### config.mk
export PLATFORM = sky130hd
export DESIGN_NAME = xic_ctrl
export DESIGN_NICKNAME = d
export VERILOG_FILES = /design/src/include/xic_pkg.sv /design/src/rtl/xic_ctrl.sv /design/src/rtl/xic_pin_detect.sv
export SDC_FILE = /design/constraint.sdc
export NUM_CORES = 1
export LEC_CHECK = 0
export BUFFER_PORTS_ARGS = -buffer_cell sky130_fd_sc_hd__clkbuf_2
export CAP_MARGIN = 40
export CORE_MARGIN = 2
export CORE_UTILIZATION = 35
export DETAILED_ROUTE_END_ITERATION = 8
export GPL_TIMING_DRIVEN = 0
export PLACE_DENSITY = 0.62
export SETUP_SLACK_MARGIN = 0.15
export SYNTH_ARGS = -nofsm -noshare
export SYNTH_HDL_FRONTEND = slang
export SYNTH_HIERARCHICAL = 1
export SYNTH_SLANG_ARGS = --single-unit
export TNS_END_PERCENT = 20
### constraint.sdc
create_clock -name hclk -period 6.34 [get_ports hclk]
set_input_delay 1.268 -clock hclk [delete_from_list [all_inputs] [get_ports hclk]]
set_output_delay 1.268 -clock hclk [all_outputs]
set_load 0.05 [all_outputs]
### src/include/xic_pkg.sv
// Constants and types shared by the external pin interrupt block.
package xic_pkg;
   localparam int NPINS = 16;
   // Sense field encodings.
   localparam logic [2:0] SENSE_NONE = 3'h0;
   localparam logic [2:0] SENSE_RISE = 3'h1;
   localparam logic [2:0] SENSE_FALL = 3'h2;
   localparam logic [2:0] SENSE_BOTH = 3'h3;
   localparam logic [2:0] SENSE_HIGH = 3'h4;
   localparam logic [2:0] SENSE_LOW = 3'h5;
   // Register indexes; the byte address is four times the index.
   localparam logic [7:0] IDX_CTRL = 8'h00;
   localparam logic [7:0] IDX_STATUS = 8'h01;
   localparam logic [7:0] IDX_NONMASK_CONTROL_REG = 8'h02;
   localparam logic [7:0] IDX_NONMASK_FLAG_REG = 8'h03;
   localparam logic [7:0] IDX_EVENT_OUTPUT_CONTROL_REG = 8'h04;
   localparam logic [7:0] IDX_IRQ_ENABLE_CLEAR_REG = 8'h08;
   localparam logic [7:0] IDX_IRQ_ENABLE_SET_REG = 8'h0c;
   localparam logic [7:0] IDX_PIN_FLAG_REG = 8'h10;
   localparam logic [7:0] IDX_WAKEUP = 8'h14;
   localparam logic [7:0] IDX_CONFIG0 = 8'h18;
   localparam logic [7:0] IDX_CONFIG1 = 8'h1c;
   // Field positions.
   localparam int CTRL_SOFT_RESET_BIT_BIT = 0;
   localparam int CTRL_ENABLE_BIT = 1;
   localparam int STATUS_BUSY_BIT = 7;
   localparam int CFG_WIDTH = 4;
   // Reset values.
   localparam logic [31:0] RST_WORD = 32'h0000_0000;
   localparam logic [15:0] RST_PINS = 16'h0000;
   localparam logic [3:0] RST_CFG = 4'h0;
   // Cycle counts at the 40 MHz bus clock.
   localparam logic [7:0] GCLK_DIV = 8'h04;
   localparam logic [3:0] SYNC_CYCLES = 4'h4;

   typedef struct packed {
      logic filt;
      logic [2:0] sense;
   } xic_pin_cfg_t;
endpackage

### src/rtl/xic_ctrl.sv
// External pin interrupt block with its AHB-Lite register file.
//
// Overview of operation
// - Each pin selects rise, fall, both, high, low.
// - Pin flag sets when its condition holds.
// - Edge mode re-sets only on a new edge.
// - Level mode re-sets at once while level holds.
// - Filter takes majority of three samples.
// - Unfiltered level detection needs no generic clock.
// - Filtering or edge sense requests the generic clock, on maskable pins only while enabled.
// - Latency bounded by three bus plus generic periods.
// - Enable bit turns maskable detection on and off.
// - Soft reset restores all registers, block disabled.
// - Non-maskable pin has its own sense and filter.
// - Non-maskable detection ignores the enable bit.
// - Non-maskable flag always drives its request.
// - Enable set and clear registers per pin.
// - Request while flag set and interrupt enabled.
// - One shared request, one non-maskable request.
// - Event output per pin when enabled.
// - Wake request from pins with wake enable.
// - Busy flag during sync; stall a second sync.
// - Soft reset and enable writes are synchronized.
// - Writing zero to soft reset does nothing.
// - Enable bit reads back the written value at once.
//
// The address map and register access over AHB-Lite are this design's own decisions.
`timescale 1ns/100ps
module xic_ctrl (
   input wire logic hclk,
   input wire logic hresetn,
   input wire logic hsel,
   input wire logic [31:0] haddr,
   input wire logic [1:0] htrans,
   input wire logic hwrite,
   input wire logic [2:0] hsize,
   input wire logic [31:0] hwdata,
   input wire logic hready,
   output logic [31:0] hrdata,
   output logic hreadyout,
   output logic hresp,
   input wire logic [15:0] pin_irq_input,
   input wire logic nmi_pin,
   input wire logic gclk_enabled,
   output logic filter_gen_clock_req,
   output logic irq_ext,
   output logic irq_nmi,
   output logic [15:0] event_out,
   output logic wake_req
);
   localparam int NALL = xic_pkg::NPINS + 1;

   logic [NALL-1:0] pin_meta;
   logic [NALL-1:0] pin_sync;
   logic [NALL-1:0] hit;
   logic [NALL*xic_pkg::CFG_WIDTH-1:0] all_cfg;
   logic [NALL-1:0] needs_gclk;

   logic [7:0] div_cnt;
   logic gclk_tick;

   logic dp_write;
   logic [7:0] dp_idx;
   logic addr_ok;
   logic wr_done;
   logic [7:0] addr_idx;
   logic [31:0] read_word;
   logic sync_start;

   logic [3:0] sync_cnt;
   logic sync_busy;
   logic soft_reset_bit_pend;
   logic enable_eff;
   logic soft_clr;

   logic ctrl_enable;
   logic [3:0] nonmask_control_reg;
   logic nmi_flag;
   logic [15:0] event_output_control_reg;
   logic [15:0] inten;
   logic [15:0] flags;
   logic [15:0] wake_en;
   logic [63:0] config_bits;
   logic [15:0] next_flags;
   logic [15:0] flag_clr;

   // Only whole-word transfers exist on this bus, so hsize is not decoded.
   assign addr_idx = haddr[9:2];
   assign addr_ok = hsel && htrans[1] && hready;
   assign wr_done = dp_write && hreadyout;
   assign sync_start = wr_done && dp_idx == xic_pkg::IDX_CTRL;
   assign sync_busy = sync_cnt != 4'h0;
   assign all_cfg = {nonmask_control_reg, config_bits};

   // Both flops reset low, so a pin that is high at release reads as a new level two edges later.
   // two-flop synchronizer.
   always_ff @(posedge hclk or negedge hresetn) begin
      if (!hresetn) begin
         pin_meta <= '0;
         pin_sync <= '0;
      end else begin
         pin_meta <= {nmi_pin, pin_irq_input};
         pin_sync <= pin_meta;
      end
   end

   // The generic clock is a divided enable; it runs only while requested and granted.
   // Holding the divider still while nothing needs it saves power and freezes the filters.
   always_ff @(posedge hclk or negedge hresetn) begin
      if (!hresetn) begin
         div_cnt <= 8'h00;
         gclk_tick <= 1'b0;
      end else if (!filter_gen_clock_req || !gclk_enabled) begin
         div_cnt <= 8'h00;
         gclk_tick <= 1'b0;
      end else if (div_cnt == xic_pkg::GCLK_DIV - 8'h01) begin
         div_cnt <= 8'h00;
         gclk_tick <= 1'b1;
      end else begin
         div_cnt <= div_cnt + 8'h01;
         gclk_tick <= 1'b0;
      end
   end

   genvar gi;
   generate
      for (gi = 0; gi < NALL; gi++) begin : g_pin
         xic_pkg::xic_pin_cfg_t cfg;
         assign cfg = all_cfg[gi*xic_pkg::CFG_WIDTH +: xic_pkg::CFG_WIDTH];
         assign needs_gclk[gi] = cfg.filt || cfg.sense == xic_pkg::SENSE_RISE
            || cfg.sense == xic_pkg::SENSE_FALL || cfg.sense == xic_pkg::SENSE_BOTH;
         xic_pin_detect u_det (
            .hclk(hclk),
            .hresetn(hresetn),
            .clear(soft_clr),
            .tick(gclk_tick),
            .pin(pin_sync[gi]),
            .cfg(cfg),
            .hit(hit[gi])
         );
      end
   endgenerate

   // Data phase capture.
   always_ff @(posedge hclk or negedge hresetn) begin
      if (!hresetn) begin
         dp_write <= 1'b0;
         dp_idx <= 8'h00;
      end else if (hready) begin
         dp_write <= addr_ok && hwrite;
         dp_idx <= addr_idx;
      end
   end

   always_ff @(posedge hclk or negedge hresetn) begin
      if (!hresetn) begin
         hreadyout <= 1'b1;
      end else if (!hreadyout) begin
         hreadyout <= !sync_busy;
      // A control write still landing counts as busy, so a pipelined second write waits too.
      end else if (addr_ok && hwrite && addr_idx == xic_pkg::IDX_CTRL && (sync_busy || sync_start)) begin
         hreadyout <= 1'b0;
      end
   end

   // Every transfer is answered OKAY; a stall takes the place of any error.
   always_ff @(posedge hclk or negedge hresetn) begin
      if (!hresetn) begin
         hresp <= 1'b0;
      end else begin
         hresp <= 1'b0;
      end
   end

   always_comb begin
      read_word = xic_pkg::RST_WORD;
      unique case (addr_idx)
         xic_pkg::IDX_CTRL: begin
            read_word[xic_pkg::CTRL_ENABLE_BIT] = ctrl_enable;
            read_word[xic_pkg::CTRL_SOFT_RESET_BIT_BIT] = soft_reset_bit_pend;
         end
         xic_pkg::IDX_STATUS: read_word[xic_pkg::STATUS_BUSY_BIT] = sync_busy;
         xic_pkg::IDX_NONMASK_CONTROL_REG: read_word[3:0] = nonmask_control_reg;
         xic_pkg::IDX_NONMASK_FLAG_REG: read_word[0] = nmi_flag;
         xic_pkg::IDX_EVENT_OUTPUT_CONTROL_REG: read_word[15:0] = event_output_control_reg;
         xic_pkg::IDX_IRQ_ENABLE_CLEAR_REG, xic_pkg::IDX_IRQ_ENABLE_SET_REG: read_word[15:0] = inten;
         xic_pkg::IDX_PIN_FLAG_REG: read_word[15:0] = flags;
         xic_pkg::IDX_WAKEUP: read_word[15:0] = wake_en;
         xic_pkg::IDX_CONFIG0: read_word = config_bits[31:0];
         xic_pkg::IDX_CONFIG1: read_word = config_bits[63:32];
         default: read_word = xic_pkg::RST_WORD;
      endcase
   end

   // Read data is taken in the address phase so hrdata comes from a flop.
   // A read whose address phase meets a write's data phase still sees the old value.
   always_ff @(posedge hclk or negedge hresetn) begin
      if (!hresetn) begin
         hrdata <= xic_pkg::RST_WORD;
      end else if (addr_ok && !hwrite) begin
         hrdata <= read_word;
      end
   end

   // zero to soft reset is ignored.
   always_ff @(posedge hclk or negedge hresetn) begin
      if (!hresetn) begin
         sync_cnt <= 4'h0;
         soft_reset_bit_pend <= 1'b0;
         enable_eff <= 1'b0;
         soft_clr <= 1'b0;
      end else begin
         soft_clr <= 1'b0;
         if (sync_start) begin
            // Enable and soft reset wait out the same delay, so they land together.
            sync_cnt <= xic_pkg::SYNC_CYCLES;
            soft_reset_bit_pend <= hwdata[xic_pkg::CTRL_SOFT_RESET_BIT_BIT];
         end else if (sync_cnt == 4'h1) begin
            sync_cnt <= 4'h0;
            enable_eff <= soft_reset_bit_pend ? 1'b0 : ctrl_enable;
            soft_clr <= soft_reset_bit_pend;
            soft_reset_bit_pend <= 1'b0;
         end else if (sync_busy) begin
            sync_cnt <= sync_cnt - 4'h1;
         end
      end
   end

   // Configuration registers; all return to reset on a soft reset.
   // These take effect at once, so software finishes them before it sets enable.
   always_ff @(posedge hclk or negedge hresetn) begin
      if (!hresetn) begin
         ctrl_enable <= 1'b0;
         nonmask_control_reg <= xic_pkg::RST_CFG;
         event_output_control_reg <= xic_pkg::RST_PINS;
         wake_en <= xic_pkg::RST_PINS;
         config_bits <= {xic_pkg::RST_WORD, xic_pkg::RST_WORD};
      end else if (soft_clr) begin
         ctrl_enable <= 1'b0;
         nonmask_control_reg <= xic_pkg::RST_CFG;
         event_output_control_reg <= xic_pkg::RST_PINS;
         wake_en <= xic_pkg::RST_PINS;
         config_bits <= {xic_pkg::RST_WORD, xic_pkg::RST_WORD};
      end else if (wr_done) begin
         unique case (dp_idx)
            xic_pkg::IDX_CTRL: ctrl_enable <= hwdata[xic_pkg::CTRL_ENABLE_BIT];
            xic_pkg::IDX_NONMASK_CONTROL_REG: nonmask_control_reg <= hwdata[3:0];
            xic_pkg::IDX_EVENT_OUTPUT_CONTROL_REG: event_output_control_reg <= hwdata[15:0];
            xic_pkg::IDX_WAKEUP: wake_en <= hwdata[15:0];
            xic_pkg::IDX_CONFIG0: config_bits[31:0] <= hwdata;
            xic_pkg::IDX_CONFIG1: config_bits[63:32] <= hwdata;
            default: ;
         endcase
      end
   end

   always_ff @(posedge hclk or negedge hresetn) begin
      if (!hresetn) begin
         inten <= xic_pkg::RST_PINS;
      end else if (soft_clr) begin
         inten <= xic_pkg::RST_PINS;
      end else if (wr_done && dp_idx == xic_pkg::IDX_IRQ_ENABLE_SET_REG) begin
         inten <= inten | hwdata[15:0];
      end else if (wr_done && dp_idx == xic_pkg::IDX_IRQ_ENABLE_CLEAR_REG) begin
         inten <= inten & ~hwdata[15:0];
      end
   end

   assign flag_clr = (wr_done && dp_idx == xic_pkg::IDX_PIN_FLAG_REG) ? hwdata[15:0] : xic_pkg::RST_PINS;
   // set on condition; a set in the clearing cycle wins.
   // a held level sets again at once.
   assign next_flags = (flags & ~flag_clr) | (hit[15:0] & {16{enable_eff}});

   always_ff @(posedge hclk or negedge hresetn) begin
      if (!hresetn) begin
         flags <= xic_pkg::RST_PINS;
      end else if (soft_clr) begin
         flags <= xic_pkg::RST_PINS;
      end else begin
         flags <= next_flags;
      end
   end

   // A detection in the clearing cycle keeps the flag, so no request is lost.
   // non-maskable detection ignores enable.
   always_ff @(posedge hclk or negedge hresetn) begin
      if (!hresetn) begin
         nmi_flag <= 1'b0;
      end else if (soft_clr) begin
         nmi_flag <= 1'b0;
      end else if (hit[xic_pkg::NPINS]) begin
         nmi_flag <= 1'b1;
      end else if (wr_done && dp_idx == xic_pkg::IDX_NONMASK_FLAG_REG && hwdata[0]) begin
         nmi_flag <= 1'b0;
      end
   end

   // Request outputs are registered, which adds one cycle after the flag.
   always_ff @(posedge hclk or negedge hresetn) begin
      if (!hresetn) begin
         irq_ext <= 1'b0;
         irq_nmi <= 1'b0;
      end else begin
         irq_ext <= |(flags & inten);
         irq_nmi <= nmi_flag;
      end
   end

   always_ff @(posedge hclk or negedge hresetn) begin
      if (!hresetn) begin
         event_out <= xic_pkg::RST_PINS;
         wake_req <= 1'b0;
      end else begin
         // Level-sensed pins hold their event; edge-sensed pins pulse for one cycle.
         // gated events.
         event_out <= hit[15:0] & event_output_control_reg & {16{enable_eff}};
         wake_req <= enable_eff && |(hit[15:0] & wake_en);
      end
   end

   always_ff @(posedge hclk or negedge hresetn) begin
      if (!hresetn) begin
         filter_gen_clock_req <= 1'b0;
      end else begin
         filter_gen_clock_req <= (enable_eff && |needs_gclk[15:0]) || needs_gclk[xic_pkg::NPINS];
      end
   end
endmodule

### src/rtl/xic_pin_detect.sv
// Per-pin filter and edge or level detector.
`timescale 1ns/100ps
module xic_pin_detect (
   input wire logic hclk,
   input wire logic hresetn,
   input wire logic clear,
   input wire logic tick,
   input wire logic pin,
   input xic_pkg::xic_pin_cfg_t cfg,
   output logic hit
);
   logic [2:0] samples;
   logic prev;
   logic edge_hit;
   logic maj;
   logic value;

   assign maj = (samples[0] & samples[1]) | (samples[0] & samples[2]) | (samples[1] & samples[2]);
   assign value = cfg.filt ? maj : pin;

   always_ff @(posedge hclk or negedge hresetn) begin
      if (!hresetn) begin
         samples <= 3'h0;
      end else if (clear) begin
         samples <= 3'h0;
      end else if (tick) begin
         samples <= {samples[1:0], pin};
      end
   end

   always_ff @(posedge hclk or negedge hresetn) begin
      if (!hresetn) begin
         prev <= 1'b0;
         edge_hit <= 1'b0;
      end else if (clear) begin
         prev <= 1'b0;
         edge_hit <= 1'b0;
      end else if (tick) begin
         prev <= value;
         edge_hit <= ((cfg.sense == xic_pkg::SENSE_RISE || cfg.sense == xic_pkg::SENSE_BOTH) && value && !prev)
            || ((cfg.sense == xic_pkg::SENSE_FALL || cfg.sense == xic_pkg::SENSE_BOTH) && !value && prev);
      end else begin
         edge_hit <= 1'b0;
      end
   end

   // level path needs no tick when unfiltered.
   always_comb begin
      unique case (cfg.sense)
         xic_pkg::SENSE_HIGH: hit = value;
         xic_pkg::SENSE_LOW: hit = !value;
         xic_pkg::SENSE_RISE, xic_pkg::SENSE_FALL, xic_pkg::SENSE_BOTH: hit = edge_hit;
         default: hit = 1'b0;
      endcase
   end
endmodule

Yosys cells after proc, flatten, opt, wreduce, memory -nomap -nowiden
Index checks and enable logic that the tools add are counted.
Operators by class
  $add $sub $neg: 2
  eq/ne operators: 106
  muxes and demuxes: 181
  bitwise gates (word level): 97
  reductions and logical operators: 269
Operator list (count)
  16-bit 2-to-1 mux: 11
  64-bit 2-to-1 mux: 2
  16-bit bitwise AND: 7
  1-bit logical OR: 105
  3-bit by 2-bit equality test with 1-bit output, second input constant: 34
  3-bit equality test, second input constant: 34
  3-bit 2-to-1 mux: 34
  1-bit 2-to-1 mux: 100
  1-bit logical AND: 83
  8-bit by 5-bit equality test with 1-bit output, second input constant: 8
  32-bit 2-to-1 mux: 2
  1-bit bitwise AND: 51
  3-bit by 1-bit equality test with 1-bit output, second input constant: 17
  1-bit one-hot mux with 3 select lines: 17
  3-bit OR reduction: 17
  8-bit one-hot mux with 6 select lines: 1
  16-bit OR reduction: 3
  8-bit by 2-bit equality test with 1-bit output, second input constant: 5
  1-bit zero test: 38
  1-bit OR: 34
  8-bit by 4-bit equality test with 1-bit output, second input constant: 4
  16-bit NOT: 2
  16-bit OR: 2
  16-bit one-hot mux with 2 select lines: 1
  19 further kinds: 43
Storage, ports and cells
  bits in registers: 331
  bits of input ports: 92

Logic depth before layout (Yosys ltp)
Gate-level depths: netlist (run 1).
  word-level depth: 10
  depth in mapped cells: 7

Modules after synthesis
The synthesis (run 1) kept the hierarchy.
Modules (own cells, without submodules)
  xic_ctrl: times used 1, cells an instance 1079, area an instance 10742.8 sq um
  xic_pin_detect: times used 17, cells an instance 33, area an instance 312.8 sq um

Worst setup path before layout (run 1)
No wires, ideal clock.
  kind: in2reg
  start: in haddr[4]
  end: reg hrdata[22]
  setup time: 0.132 ns
  arrival: 2.725 ns
  required time: 6.208 ns
  slack: 3.483 ns
  stages: 6
  buffers on the path: 4
  cells stage by stage: clkbuf_1 > buf_2 > buf_2 > buf_1 > mux2i_1 > o21ai_1
On the way
  word-level cells in the longest chain between the ends: 2
RTL lines
  start: declaration: line xic_ctrl.sv:33  | input wire logic [31:0] haddr,
  8-bit by 5-bit equality test with 1-bit output: line xic_ctrl.sv:177  | unique case (addr_idx)
  16-bit one-hot mux with 2 select lines (*): line xic_ctrl.sv:177
  end signal: assignment: line xic_ctrl.sv:199  | hrdata <= xic_pkg::RST_WORD;
  end signal: assignment: line xic_ctrl.sv:201  | hrdata <= read_word;
  end: declaration: line xic_ctrl.sv:39  | output logic [31:0] hrdata,
Mark *: on every way between the ends. The rest lies on a longest branch, timed or not.
A chain may end at the register's enable or synchronous reset.

Worst setup path after layout (run 1)
  start: in haddr[4]
  end: reg hrdata[14]
On the way
  word-level cells in the longest chain between the ends: 3
RTL lines (line)
  8-bit by 4-bit equality test with 1-bit output: xic_ctrl.sv:177
  2-bit OR reduction: xic_ctrl.sv:177
  8-bit one-hot mux with 6 select lines (*): xic_ctrl.sv:177
Marks and branches as above.

==> results of run 1 <==
-- critical path: cells and delay by family --
family / cells / cell delay [ps]
AO/OA/AOI/OAI: 2 / 480
AND/OR/NAND/NOR: 2 / 950
buffers and inverters: 2 / 820
-- area by class of cell --
cell class              count  area [um2]
repair buffers            126         786
flip-flops and latches    331        8290
multi-input cells        1173        7160
clock buffers              57        1100
plain buffers              93         457
well taps                 600         751
clock inverters            11         115
fillers                  4424       26600
inverters                  43         161
-- through the flow --
step / TNS [ps] / worst slack, ps / instance area (um2) / cells
global route: 0 / 3110 / 18800 / 2434
detailed placement: 0 / 2750 / 17600 / 2366
global placement: -1126890 / -3460 / 17400 / 2349
CTS: 0 / 3330 / 18800 / 2434
finish: 0 / 3300 / 18800 / 2434
floorplan: 0 / 3480 / 16100 / 1640
-- worst max-delay path by stage --
| stage | startpoint | end | slack [ps] | depth (start not counted) |
|---|---|---|---|---|
| after global routing | haddr[4] | hrdata[14] | 3110 | 6 |
| after CTS | haddr[4] | hrdata[23] | 3330 | 6 |
| after detailed placement | haddr[4] | hrdata[23] | 2750 | 6 |
| final | haddr[4] | hrdata[14] | 3300 | 6 |
| after global placement | hresetn | pin_meta[6] | -3460 | 1 |
| after floorplan | haddr[4] | hrdata[22] | 3480 | 6 |
-- synthesized netlist by cell type (all sizes together), types with 18 or more instances --
cell and instances:
and3 20, o21ai 63, inv 43, mux2i 132
clkbuf 53, nand2b 20, buf 40, a22oi 22
o31ai 18, nand3b 19, nor3b 19, a311oi 18
a211oi 34, nor2 173, nand3 49, a21oi 115
dfrtp 330, a31oi 21, nand2 247, nor3 25
-- layer usage --
metal	wire (um)	up-vias	GRT usage, %
met1	20500	6463	26.5
li1	-	6139	-
met3	3490	104	4.52
met5	0	-	0
met4	1610	0	8.21
met2	22100	456	32.5
-- cell families after synthesis --
family | count (synthesis)
simple gates | 643
compound gates | 358
flops | 331
mux | 141
buf+inv | 136
fa+ha+maj | 21
xor+xnor | 9
other cells | 1
-- where the power goes --
group	switching [W]	total, W	internal [W]
combinational	0.000997	0.00176	0.000762
clock	0.000906	0.00219	0.00129
sequential	0.000834	0.00353	0.00270
==> flow_summary.json, run 1 <==
{
  "outcome": "completed",
  "gp_congestion": 0.915,
  "die_height_um": 218,
  "worstReg2RegStart": "dp_idx[1]",
  "row_count": 78,
  "die-width_um": 218,
  "regs_by_ff_count": "config_bits (64), g_pin.u_det/samples (51), hrdata (32)",
  "final.setup_skew_ps": 23.8,
  "synth_compound_gate_area_share_pct": 14.8,
  "setup.worst_path.end_class": "flop",
  "detailedRoute.firstIterationViolations": 1069,
  "worst_reg_to_reg_cells": 6,
  "cts-buffers-inserted": 39,
  "timing.hold.ws_ps": 345,
  "highest_achievable_clock_rate_ghz": 0.329,
  "area_delta_synth_final_pct": 17.2,
  "worst_path_largest_cell_delay_ps": 690,
  "hold_fix_buffers_cts": 0,
  "timing.final.max_slew_violations": 0,
  "gr-usage-all-layers_pct": 20.3,
  "rsz_0062_raised_after_global_routing": "no",
  "ant_nets": 0,
  "drc_errors": 0,
  "post-synth-top-area-fraction_pct": 51.4,
  "power.ir.vdd_worst_mv": 0.192,
  "final_common_cell": "sky130_fd_sc_hd__dfrtp_1",
  "fin_nets": 1903,
  "post_cts_resize_count": 0,
  "grt_antenna_before_repair": 0,
  "clk_pin_slew_worst_paths_ps": 60,
  "timing_worst_setup_path_type": "input pin to flop",
  "syn_area_per_cell_um2": 9.79,
  "wl_per_cell_um": 19.6,
  "total_power_w": 0.00748,
  "synth_nets": 1736,
  "crit_required_ps": 6820,
  "critPathLaunchType": "input pin",
  "critical_path.cell_chain": "clkbuf_1 > nor4b_2 > nor2b_1 > clkbuf_1 > a221oi_1 > a21oi_1",
  "vias_per_cell": 5.41,
  "min_delay_path_depth": 0,
  "crit_top_cell": "sky130_fd_sc_hd__clkbuf_1",
  "synth-warning-count": 6,
  "initial_core_util_pct": 35.4,
  "ys_async_sr_fraction_pct": 100,
  "register_to_register_setup_slack_ps": 3740,
  "dr_total_vias": 13200,
  "cellPowerDensity_mw_per_mm2": 397,
  "max_reg_flops": 64,
  "yosys.area_share.simple_pct": 18.9,
  "grt_pass1_vias": 13000,
  "hold_violations": 0,
  "p_leak_nw": 8.52,
  "global_route_wire_length_before_repair_mm": 74.7,
  "cts_setup_buffers": 0,
  "core_area_mm2": 0.0454,
  "clock_sinks": 331,
  "detail_route.first_pass.iterations": 5,
  "hpwl_after_dpl_mm": 34.6,
  "part_of_the_yosys_area_used_for_sequential_elements_pct": 51.6,
  "cts_tree": "yes",
  "post_synthesis_cell_type_with_the_largest_combined_area": "sky130_fd_sc_hd__dfrtp_1",
  "synth.lib_cells_used.distinct": 62,
  "hold_class": "flop to flop",
  "yosys_register_bits": 331,
  "cell_count_after_synthesis": 1640,
  "grt-ovfl-total": 0,
  "post_synth_adder_cell_area_pct": 1.50,
  "timing.rr.end": "inten[5]",
  "critical_path.slowest_cell": "sky130_fd_sc_hd__nor4b_2",
  "slew_headroom_pct": 38.4,
  "final.min_clock_period_ps": 3040,
  "largest-register": "config_bits",
  "ctsLongestPathBuffers": 3,
  "layout_common_cells": "329 x sky130_fd_sc_hd__dfrtp_1, 247 x sky130_fd_sc_hd__nand2_1, 173 x sky130_fd_sc_hd__nor2_1, 132 x sky130_fd_sc_hd__mux2i_1, 115 x sky130_fd_sc_hd__a21oi_1",
  "timing.critical_path.fanout_max": 10,
  "postRouteWirelength_mm": 47.7,
  "finalCoreUtilization_pct": 41.5,
  "place.port_buffers": 109,
  "layout_worst_path_cycle_share_pct": 48.0,
  "worst-endpoint-arrival_ps": 3520,
  "hp-start": "pin_meta[8]",
  "synth_mux_area_share_pct": 8.86,
  "postSynth.topFlopCell": "sky130_fd_sc_hd__dfrtp_1",
  "number_of_enable_flip_flop_cells_after_synthesis": 0,
  "finalSetupViolations": 0,
  "clockRootBuffer": "sky130_fd_sc_hd__clkbuf_16",
  "min_to": "pin_sync[8]",
  "synth.area.top_cells": "sky130_fd_sc_hd__dfrtp_1 51%, sky130_fd_sc_hd__mux2i_1 8.2%, sky130_fd_sc_hd__nand2_1 5.8%, sky130_fd_sc_hd__nor2_1 4.0%, sky130_fd_sc_hd__a21oi_1 3.6%",
  "maximum_number_of_pins_on_one_net_before_global_route_repair": 88,
  "n_antenna_cell": 0,
  "syn-cell-area_mm2": 0.0161,
  "htreeDepth": 2,
  "final_layout_size_suffix_gt1_share_pct": 16.7,
  "post_synth_xor_area_fraction_pct": 0.491,
  "io_pins": 146,
  "clkLatencyLatePin_ps": 560,
  "max_cap_violations": 0,
  "worst_max_slew_pin_slew_ps": 916,
  "die_area_mm2": 0.0476,
  "largest_family_of_logic_cells_by_synthesized_area": "simple AND/OR/NAND/NOR gates"
}
Note: power is estimated with default switching activity, not from simulation.
==> inputs of run 2 (changes only) <==
--- a/config.mk
+++ b/config.mk
@@ -5,13 +5,14 @@
 export SDC_FILE = /design/constraint.sdc
 export NUM_CORES = 1
 export LEC_CHECK = 0
+export ABC_AREA = 1
 export BUFFER_PORTS_ARGS = -buffer_cell sky130_fd_sc_hd__clkbuf_2
 export CAP_MARGIN = 40
 export CORE_MARGIN = 2
 export CORE_UTILIZATION = 35
 export DETAILED_ROUTE_END_ITERATION = 8
 export GPL_TIMING_DRIVEN = 0
-export PLACE_DENSITY = 0.62
+export PLACE_DENSITY = 0.64
 export SETUP_SLACK_MARGIN = 0.15
 export SYNTH_ARGS = -nofsm -noshare
 export SYNTH_HDL_FRONTEND = slang
==> constraint.sdc (replaced) <==
create_clock -name hclk -period 2.5 [get_ports hclk]
set_input_delay 0.5 -clock hclk [delete_from_list [all_inputs] [get_ports hclk]]
set_output_delay 0.5 -clock hclk [all_outputs]
set_load 0.05 [all_outputs]
==> flow_summary.json, run 2 <==
{
  "syn-cell-area_mm2": 0.0158,
  "highest_achievable_clock_rate_ghz": 0.417,
  "ys_async_sr_fraction_pct": 100,
  "ctsLongestPathBuffers": 3,
  "ant_nets": 0,
  "worst_reg_to_reg_cells": 4,
  "clockRootBuffer": "sky130_fd_sc_hd__clkbuf_16",
  "total_power_w": 0.0198,
  "wl_per_cell_um": 17.7,
  "multi_input_comb_area_mm2": 0.00625,
  "worst_max_slew_pin_slew_ps": 812,
  "cts-buffers-inserted": 39,
  "cts_setup_buffers": 0,
  "largest_family_of_logic_cells_by_synthesized_area": "simple AND/OR/NAND/NOR gates",
  "synth.area.top_cells": "sky130_fd_sc_hd__dfrtp_1 52%, sky130_fd_sc_hd__nand2_1 13%, sky130_fd_sc_hd__inv_1 6.1%, sky130_fd_sc_hd__nand3_1 6.0%, sky130_fd_sc_hd__o21ai_0 5.4%",
  "gr-usage-all-layers_pct": 21.4,
  "hold_violations": 0,
  "detailedRoute.firstIterationViolations": 1428,
  "area_delta_synth_final_pct": 17.0,
  "hold_class": "input pin to flop",
  "sequential_cell_area_mm2": 0.00829,
  "setup.worst_path.end_class": "flop",
  "grt_pass1_vias": 14200,
  "final_common_cell": "sky130_fd_sc_hd__nand2_1",
  "maximum_number_of_pins_on_one_net_before_global_route_repair": 107,
  "cellPowerDensity_mw_per_mm2": 1070,
  "grt_antenna_before_repair": 1,
  "final.min_clock_period_ps": 2400,
  "die_area_mm2": 0.0467,
  "placed_cells_incl_taps": 2726,
  "htreeDepth": 2,
  "layout.filler_cells": 4475,
  "synth_compound_gate_area_share_pct": 12.7,
  "io_pins": 146,
  "yosys.area_share.simple_pct": 26.4,
  "min_delay_path_depth": 1,
  "synth_mux_area_share_pct": 0,
  "vias_per_cell": 5.22,
  "rsz_0062_raised_after_global_routing": "yes",
  "netlist_top_cells_count": "550 x sky130_fd_sc_hd__nand2_1, 330 x sky130_fd_sc_hd__dfrtp_1, 256 x sky130_fd_sc_hd__inv_1",
  "syn_area_per_cell_um2": 7.82,
  "post-synth-top-area-fraction_pct": 52.4,
  "clkLatencyLatePin_ps": 570,
  "synth.lib_cells_used.distinct": 34,
  "global_route_wire_length_before_repair_mm": 77.7,
  "post_synth_xor_area_fraction_pct": 0.167,
  "die-width_um": 216,
  "timing.rr.end": "wake_en[9]",
  "clk_pin_slew_worst_paths_ps": 60,
  "timing_worst_setup_path_type": "input pin to flop",
  "worstReg2RegStart": "soft_clr",
  "yosys_register_bits": 331,
  "postRouteWirelength_mm": 49.6,
  "critPathLaunchType": "input pin",
  "power.ir.vdd_worst_mv": 0.519,
  "timing.final.max_slew_violations": 0,
  "synth-warning-count": 6,
  "post_synthesis_cell_type_with_the_largest_combined_area": "sky130_fd_sc_hd__dfrtp_1",
  "hpwl_after_dpl_mm": 36.6,
  "register_to_register_setup_slack_ps": 160,
  "synth_nets": 2110,
  "layout_worst_path_cycle_share_pct": 95.9,
  "post-synth-top-count-cell": "sky130_fd_sc_hd__nand2_1",
  "core_area_mm2": 0.0443,
  "die_height_um": 216,
  "finalSetupViolations": 0,
  "layout_common_cells": "550 x sky130_fd_sc_hd__nand2_1, 329 x sky130_fd_sc_hd__dfrtp_1, 256 x sky130_fd_sc_hd__inv_1, 188 x sky130_fd_sc_hd__nand3_1, 180 x sky130_fd_sc_hd__nor2_1",
  "clock_sinks": 331,
  "post_synth_adder_cell_area_pct": 0.318,
  "final_layout_size_suffix_gt1_share_pct": 10.5,
  "detailedPlace.worstSlack_ps": -283,
  "timing.critical_path.fanout_max": 10,
  "cts_tree": "yes",
  "p_leak_nw": 9.19,
  "postSynth.topFlopCell": "sky130_fd_sc_hd__dfrtp_1",
  "number_of_enable_flip_flop_cells_after_synthesis": 0,
  "part_of_the_yosys_area_used_for_sequential_elements_pct": 52.6,
  "cell_count_after_synthesis": 2014,
  "place.port_buffers": 115,
  "min_to": "pin_meta[5]",
  "max_cap_violations": 0,
  "crit_required_ps": 3000,
  "grt-ovfl-total": 0,
  "outcome": "completed",
  "max_reg_flops": 64,
  "final.setup_skew_ps": 21.3,
  "hp-start": "pin_irq_input[5]",
  "worst-endpoint-arrival_ps": 2890,
  "dr_total_vias": 14600,
  "critPathLaunch": "haddr[2]",
  "drc_errors": 0,
  "fin_nets": 2272,
  "finalNonFillerCells": 2796,
  "detail_route.first_pass.iterations": 6,
  "slew_headroom_pct": 45.7,
  "gp_congestion": 0.923,
  "final_critical_path_setup_slack_ps": 103,
  "regs_by_ff_count": "config_bits (64), g_pin.u_det/samples (51), hrdata (32)",
  "initial_core_util_pct": 35.5,
  "row_count": 77,
  "largest-register": "config_bits"
}
==> run 2: cell count changes after synthesis, moves of 38 or more <==
cell,delta
sky130_fd_sc_hd__nand2_1,+303
sky130_fd_sc_hd__nand3_1,+139
sky130_fd_sc_hd__inv_1,+213
sky130_fd_sc_hd__nand4_1,+38
sky130_fd_sc_hd__a21oi_1,-51
sky130_fd_sc_hd__o21ai_0,+117
sky130_fd_sc_hd__mux2i_1,-132
sky130_fd_sc_hd__o22ai_1,+70
==> run 2: metrics by stage <==
stage / area (um2) / hold WS, ps / setup TNS (ps) / util, %
finish: 18400 / 39.2 / 0 / 41.6
CTS: 18400 / 10.9 / 0 / 41.6
floorplan: 15800 / 204 / 0 / -
global placement: 17100 / 333 / -2152570 / 38.5
global route: 18400 / 16.3 / 0 / 41.6
detailed placement: 17200 / 336 / -582 / 38.8
==> run 2: cells by family (layout without fill, tap and decap cells) <==
group                    after synthesis  count (layout)
buffers and inverters                316             505
other                                  1               2
adder cells (fa/ha/maj)                4               4
AO/OA/AOI/OAI                        363             363
AND/OR/NAND/NOR                      996             996
XOR/XNOR                               3               3
flip-flops                           331             331
==> run 2: worst max path at each step <==
stage | to | slack, ps | cells after the start
global route | soft_reset_bit_pend | 10 | 7
CTS | event_output_control_reg[9] | 160 | 4
detailed placement | hrdata[2] | -280 | 10
floorplan | flags[10] | 630 | 8
finish | hrdata[2] | 100 | 10
global placement | pin_meta[7] | -6490 | 1
==> run 2: layout make-up <==
class                           count  share of cell area (%)
Antenna cell                        1                  0.0136
Buffer                             57                    1.39
Clock buffer                       55                    5.95
Clock inverter                     13                   0.564
Inverter                          259                    5.28
Multi-Input combinational cell   1367                    33.9
Sequential cell                   331                    45.0
Tap cell                          592                    4.02
Timing Repair Buffer              121                    3.88
==> run 2: worst max-delay path: stages <==
cell and delay [ps]:
sky130_fd_sc_hd__clkbuf_2 110, sky130_fd_sc_hd__inv_1 90, sky130_fd_sc_hd__nand2_1 100, sky130_fd_sc_hd__nor2_1 630, sky130_fd_sc_hd__nand2_1 570, sky130_fd_sc_hd__o21ai_0 500, sky130_fd_sc_hd__nor2_1 160, sky130_fd_sc_hd__nand2_1 90
sky130_fd_sc_hd__nand2_1 50, sky130_fd_sc_hd__nand2_1 80
==> run 2: repair_timing <==
item	CTS	global route
endpoints found under the setup margin	17	39
gates resized for setup	3	4
hold buffers	1	0
cloned	0	0
hold endpoints to repair	35	0
==> run 2: power breakdown <==
| part | internal [W] | total [W] | switching [W] |
|---|---|---|---|
| registers | 0.00695 | 0.00885 | 0.00190 |
| clock network | 0.00316 | 0.00546 | 0.00230 |
| logic | 0.00187 | 0.00547 | 0.00361 |
| total | 0.0120 | 0.0198 | 0.00781 |
==> run 2: per-layer routing <==
layer	routed length (um)	GRT usage, %	up-vias
met5	0	0	-
met4	2330	10.5	0
met3	3930	5.18	120
met2	22400	33.1	588
met1	20900	28.0	6966
li1	-	-	6930
==> inputs of run 3 (changes only) <==
--- a/config.mk
+++ b/config.mk
@@ -12,7 +12,8 @@
 export CORE_UTILIZATION = 35
 export DETAILED_ROUTE_END_ITERATION = 8
 export GPL_TIMING_DRIVEN = 0
-export PLACE_DENSITY = 0.64
+export PLACE_DENSITY = 0.62
+export REMOVE_ABC_BUFFERS = 1
 export SETUP_SLACK_MARGIN = 0.15
 export SYNTH_ARGS = -nofsm -noshare
 export SYNTH_HDL_FRONTEND = slang
==> constraint.sdc (replaced) <==
create_clock -name hclk -period 2.9 [get_ports hclk]
set_input_delay 0.58 -clock hclk [delete_from_list [all_inputs] [get_ports hclk]]
set_output_delay 0.58 -clock hclk [all_outputs]
set_load 0.05 [all_outputs]
==> flow_summary.json, run 3 (synthesis gave the netlist of run 2 again) <==
{
  "clockRootBuffer": "sky130_fd_sc_hd__clkbuf_16",
  "sequential_cell_area_mm2": 0.00829,
  "detail_route.first_pass.iterations": 7,
  "gp_congestion": 0.875,
  "final.min_clock_period_ps": 2590,
  "critPathLaunchType": "flop",
  "max_cap_violations": 0,
  "detailedPlace.worstSlack_ps": -227,
  "row_count": 77,
  "finalNonFillerCells": 2753,
  "die_area_mm2": 0.0467,
  "highest_achievable_clock_rate_ghz": 0.386,
  "finalCoreUtilization_pct": 42.0,
  "hold_violations": 0,
  "dr_total_vias": 14100,
  "final_layout_size_suffix_gt1_share_pct": 10.6,
  "timing.setup.tns_ps": 0,
  "detailedRoute.firstIterationViolations": 1163,
  "timing_worst_setup_path_type": "flop to flop",
  "timing.critical_path.fanout_max": 13,
  "layout_worst_path_cycle_share_pct": 89.3,
  "stdcell_area_mm2": 0.0186,
  "clock_sinks": 331,
  "io_pins": 146,
  "maximum_number_of_pins_on_one_net_before_global_route_repair": 106,
  "placed_area_mm2": 0.0173,
  "ant_nets": 0,
  "setup.worst_path.end_class": "flop",
  "worst_reg_to_reg_cells": 6,
  "largest-register": "config_bits",
  "vias_per_cell": 5.13,
  "clkLatencyLatePin_ps": 540,
  "finalSetupViolations": 0,
  "hold_class": "input pin to asynchronous set/reset pin",
  "htreeDepth": 2,
  "postRouteWirelength_mm": 46.1,
  "layout_common_cells": "550 x sky130_fd_sc_hd__nand2_1, 329 x sky130_fd_sc_hd__dfrtp_1, 256 x sky130_fd_sc_hd__inv_1, 188 x sky130_fd_sc_hd__nand3_1, 176 x sky130_fd_sc_hd__nor2_1",
  "crit_required_ps": 3290,
  "grt_pass1_vias": 13500,
  "placed_cells_incl_taps": 2683,
  "worst_max_slew_pin_slew_ps": 917,
  "final_common_cell": "sky130_fd_sc_hd__nand2_1",
  "final.setup_skew_ps": 19.5,
  "clk_pin_slew_worst_paths_ps": 70,
  "p_leak_nw": 9.23,
  "ctsLongestPathBuffers": 3,
  "timing.final.max_slew_violations": 0,
  "grt-ovfl-total": 0,
  "layout.filler_cells": 4402,
  "final_critical_path_setup_slack_ps": 312,
  "slew_headroom_pct": 38.9,
  "cts_tree": "yes",
  "die_height_um": 216,
  "core_area_mm2": 0.0443,
  "place.port_buffers": 116,
  "drc_errors": 0,
  "hpwl_after_dpl_mm": 32.5,
  "worst-endpoint-arrival_ps": 2980,
  "gr-usage-all-layers_pct": 19.6,
  "cellPowerDensity_mw_per_mm2": 917,
  "global_route_wire_length_before_repair_mm": 73.1,
  "cts-buffers-inserted": 38,
  "fin_nets": 2227,
  "area_delta_synth_final_pct": 18.2,
  "regs_by_ff_count": "config_bits (64), g_pin.u_det/samples (51), hrdata (32)",
  "outcome": "completed",
  "initial_core_util_pct": 35.5,
  "max_reg_flops": 64,
  "wl_per_cell_um": 16.8,
  "die-width_um": 216,
  "power.ir.vdd_worst_mv": 0.405,
  "hold_fix_buffers_cts": 0,
  "grt_antenna_before_repair": 4,
  "rsz_0062_raised_after_global_routing": "no",
  "multi_input_comb_area_mm2": 0.00633
}
run 3: cell type report:
class / count / area share (%)
tap: 592 / 3.98
antenna: 2 / 0.0269
clock buffer: 58 / 6.32
timing repair buffer: 134 / 5.41
sequential: 331 / 44.5
clock inverter: 10 / 0.571
multi-input combinational: 1367 / 34.0
inverter: 259 / 5.22
run 3: final timing paths:
kind	endpoint	from	slack (ps)
min reg2reg	pin_sync[5]	pin_meta[5]	350
max in group asynchronous	g_pin[10].u_det/samples[1]	hresetn	1630
max reg2reg	flags[2]	dp_idx[2]	310
max	flags[2]	dp_idx[2]	310
min	pin_meta[5]	hresetn	30
min in group hclk	pin_meta[15]	pin_irq_input[15]	140
run 3: stage by stage:
step                      hold slack, ps  power [W]
after global routing                74.5     0.0183
after detailed placement             335     0.0122
final                               33.4     0.0171
after global placement               334     0.0119
after CTS                           60.0     0.0171
after floorplan                      284     0.0105
run 3: worst max-delay path, cell delays in order (launching register included):
cell and delay [ps]:
sky130_fd_sc_hd__dfrtp_1 620, sky130_fd_sc_hd__clkinv_1 330, sky130_fd_sc_hd__nand3_1 170, sky130_fd_sc_hd__nor2_1 440, sky130_fd_sc_hd__nand2_1 490, sky130_fd_sc_hd__o21ai_0 310, sky130_fd_sc_hd__a21oi_1 90
run 3: per-layer routing:
layer  global-route usage, %  routed length [um]
met3                    3.61                2700
met4                    6.74                1320
met2                    32.6               21900
met5                       0                  23
met1                    25.8               20200
run 3: repair_timing:
item                       in CTS  in global routing
setup buffers                   0                  0
gates resized for setup         0                  1
setup endpoints to repair       0                 21
run 3: power by group:
part / switching (W) / internal, W
combinational: 0.00302 / 0.00163
sequential: 0.00154 / 0.00599
clock: 0.00194 / 0.00297
total: 0.00649 / 0.0106
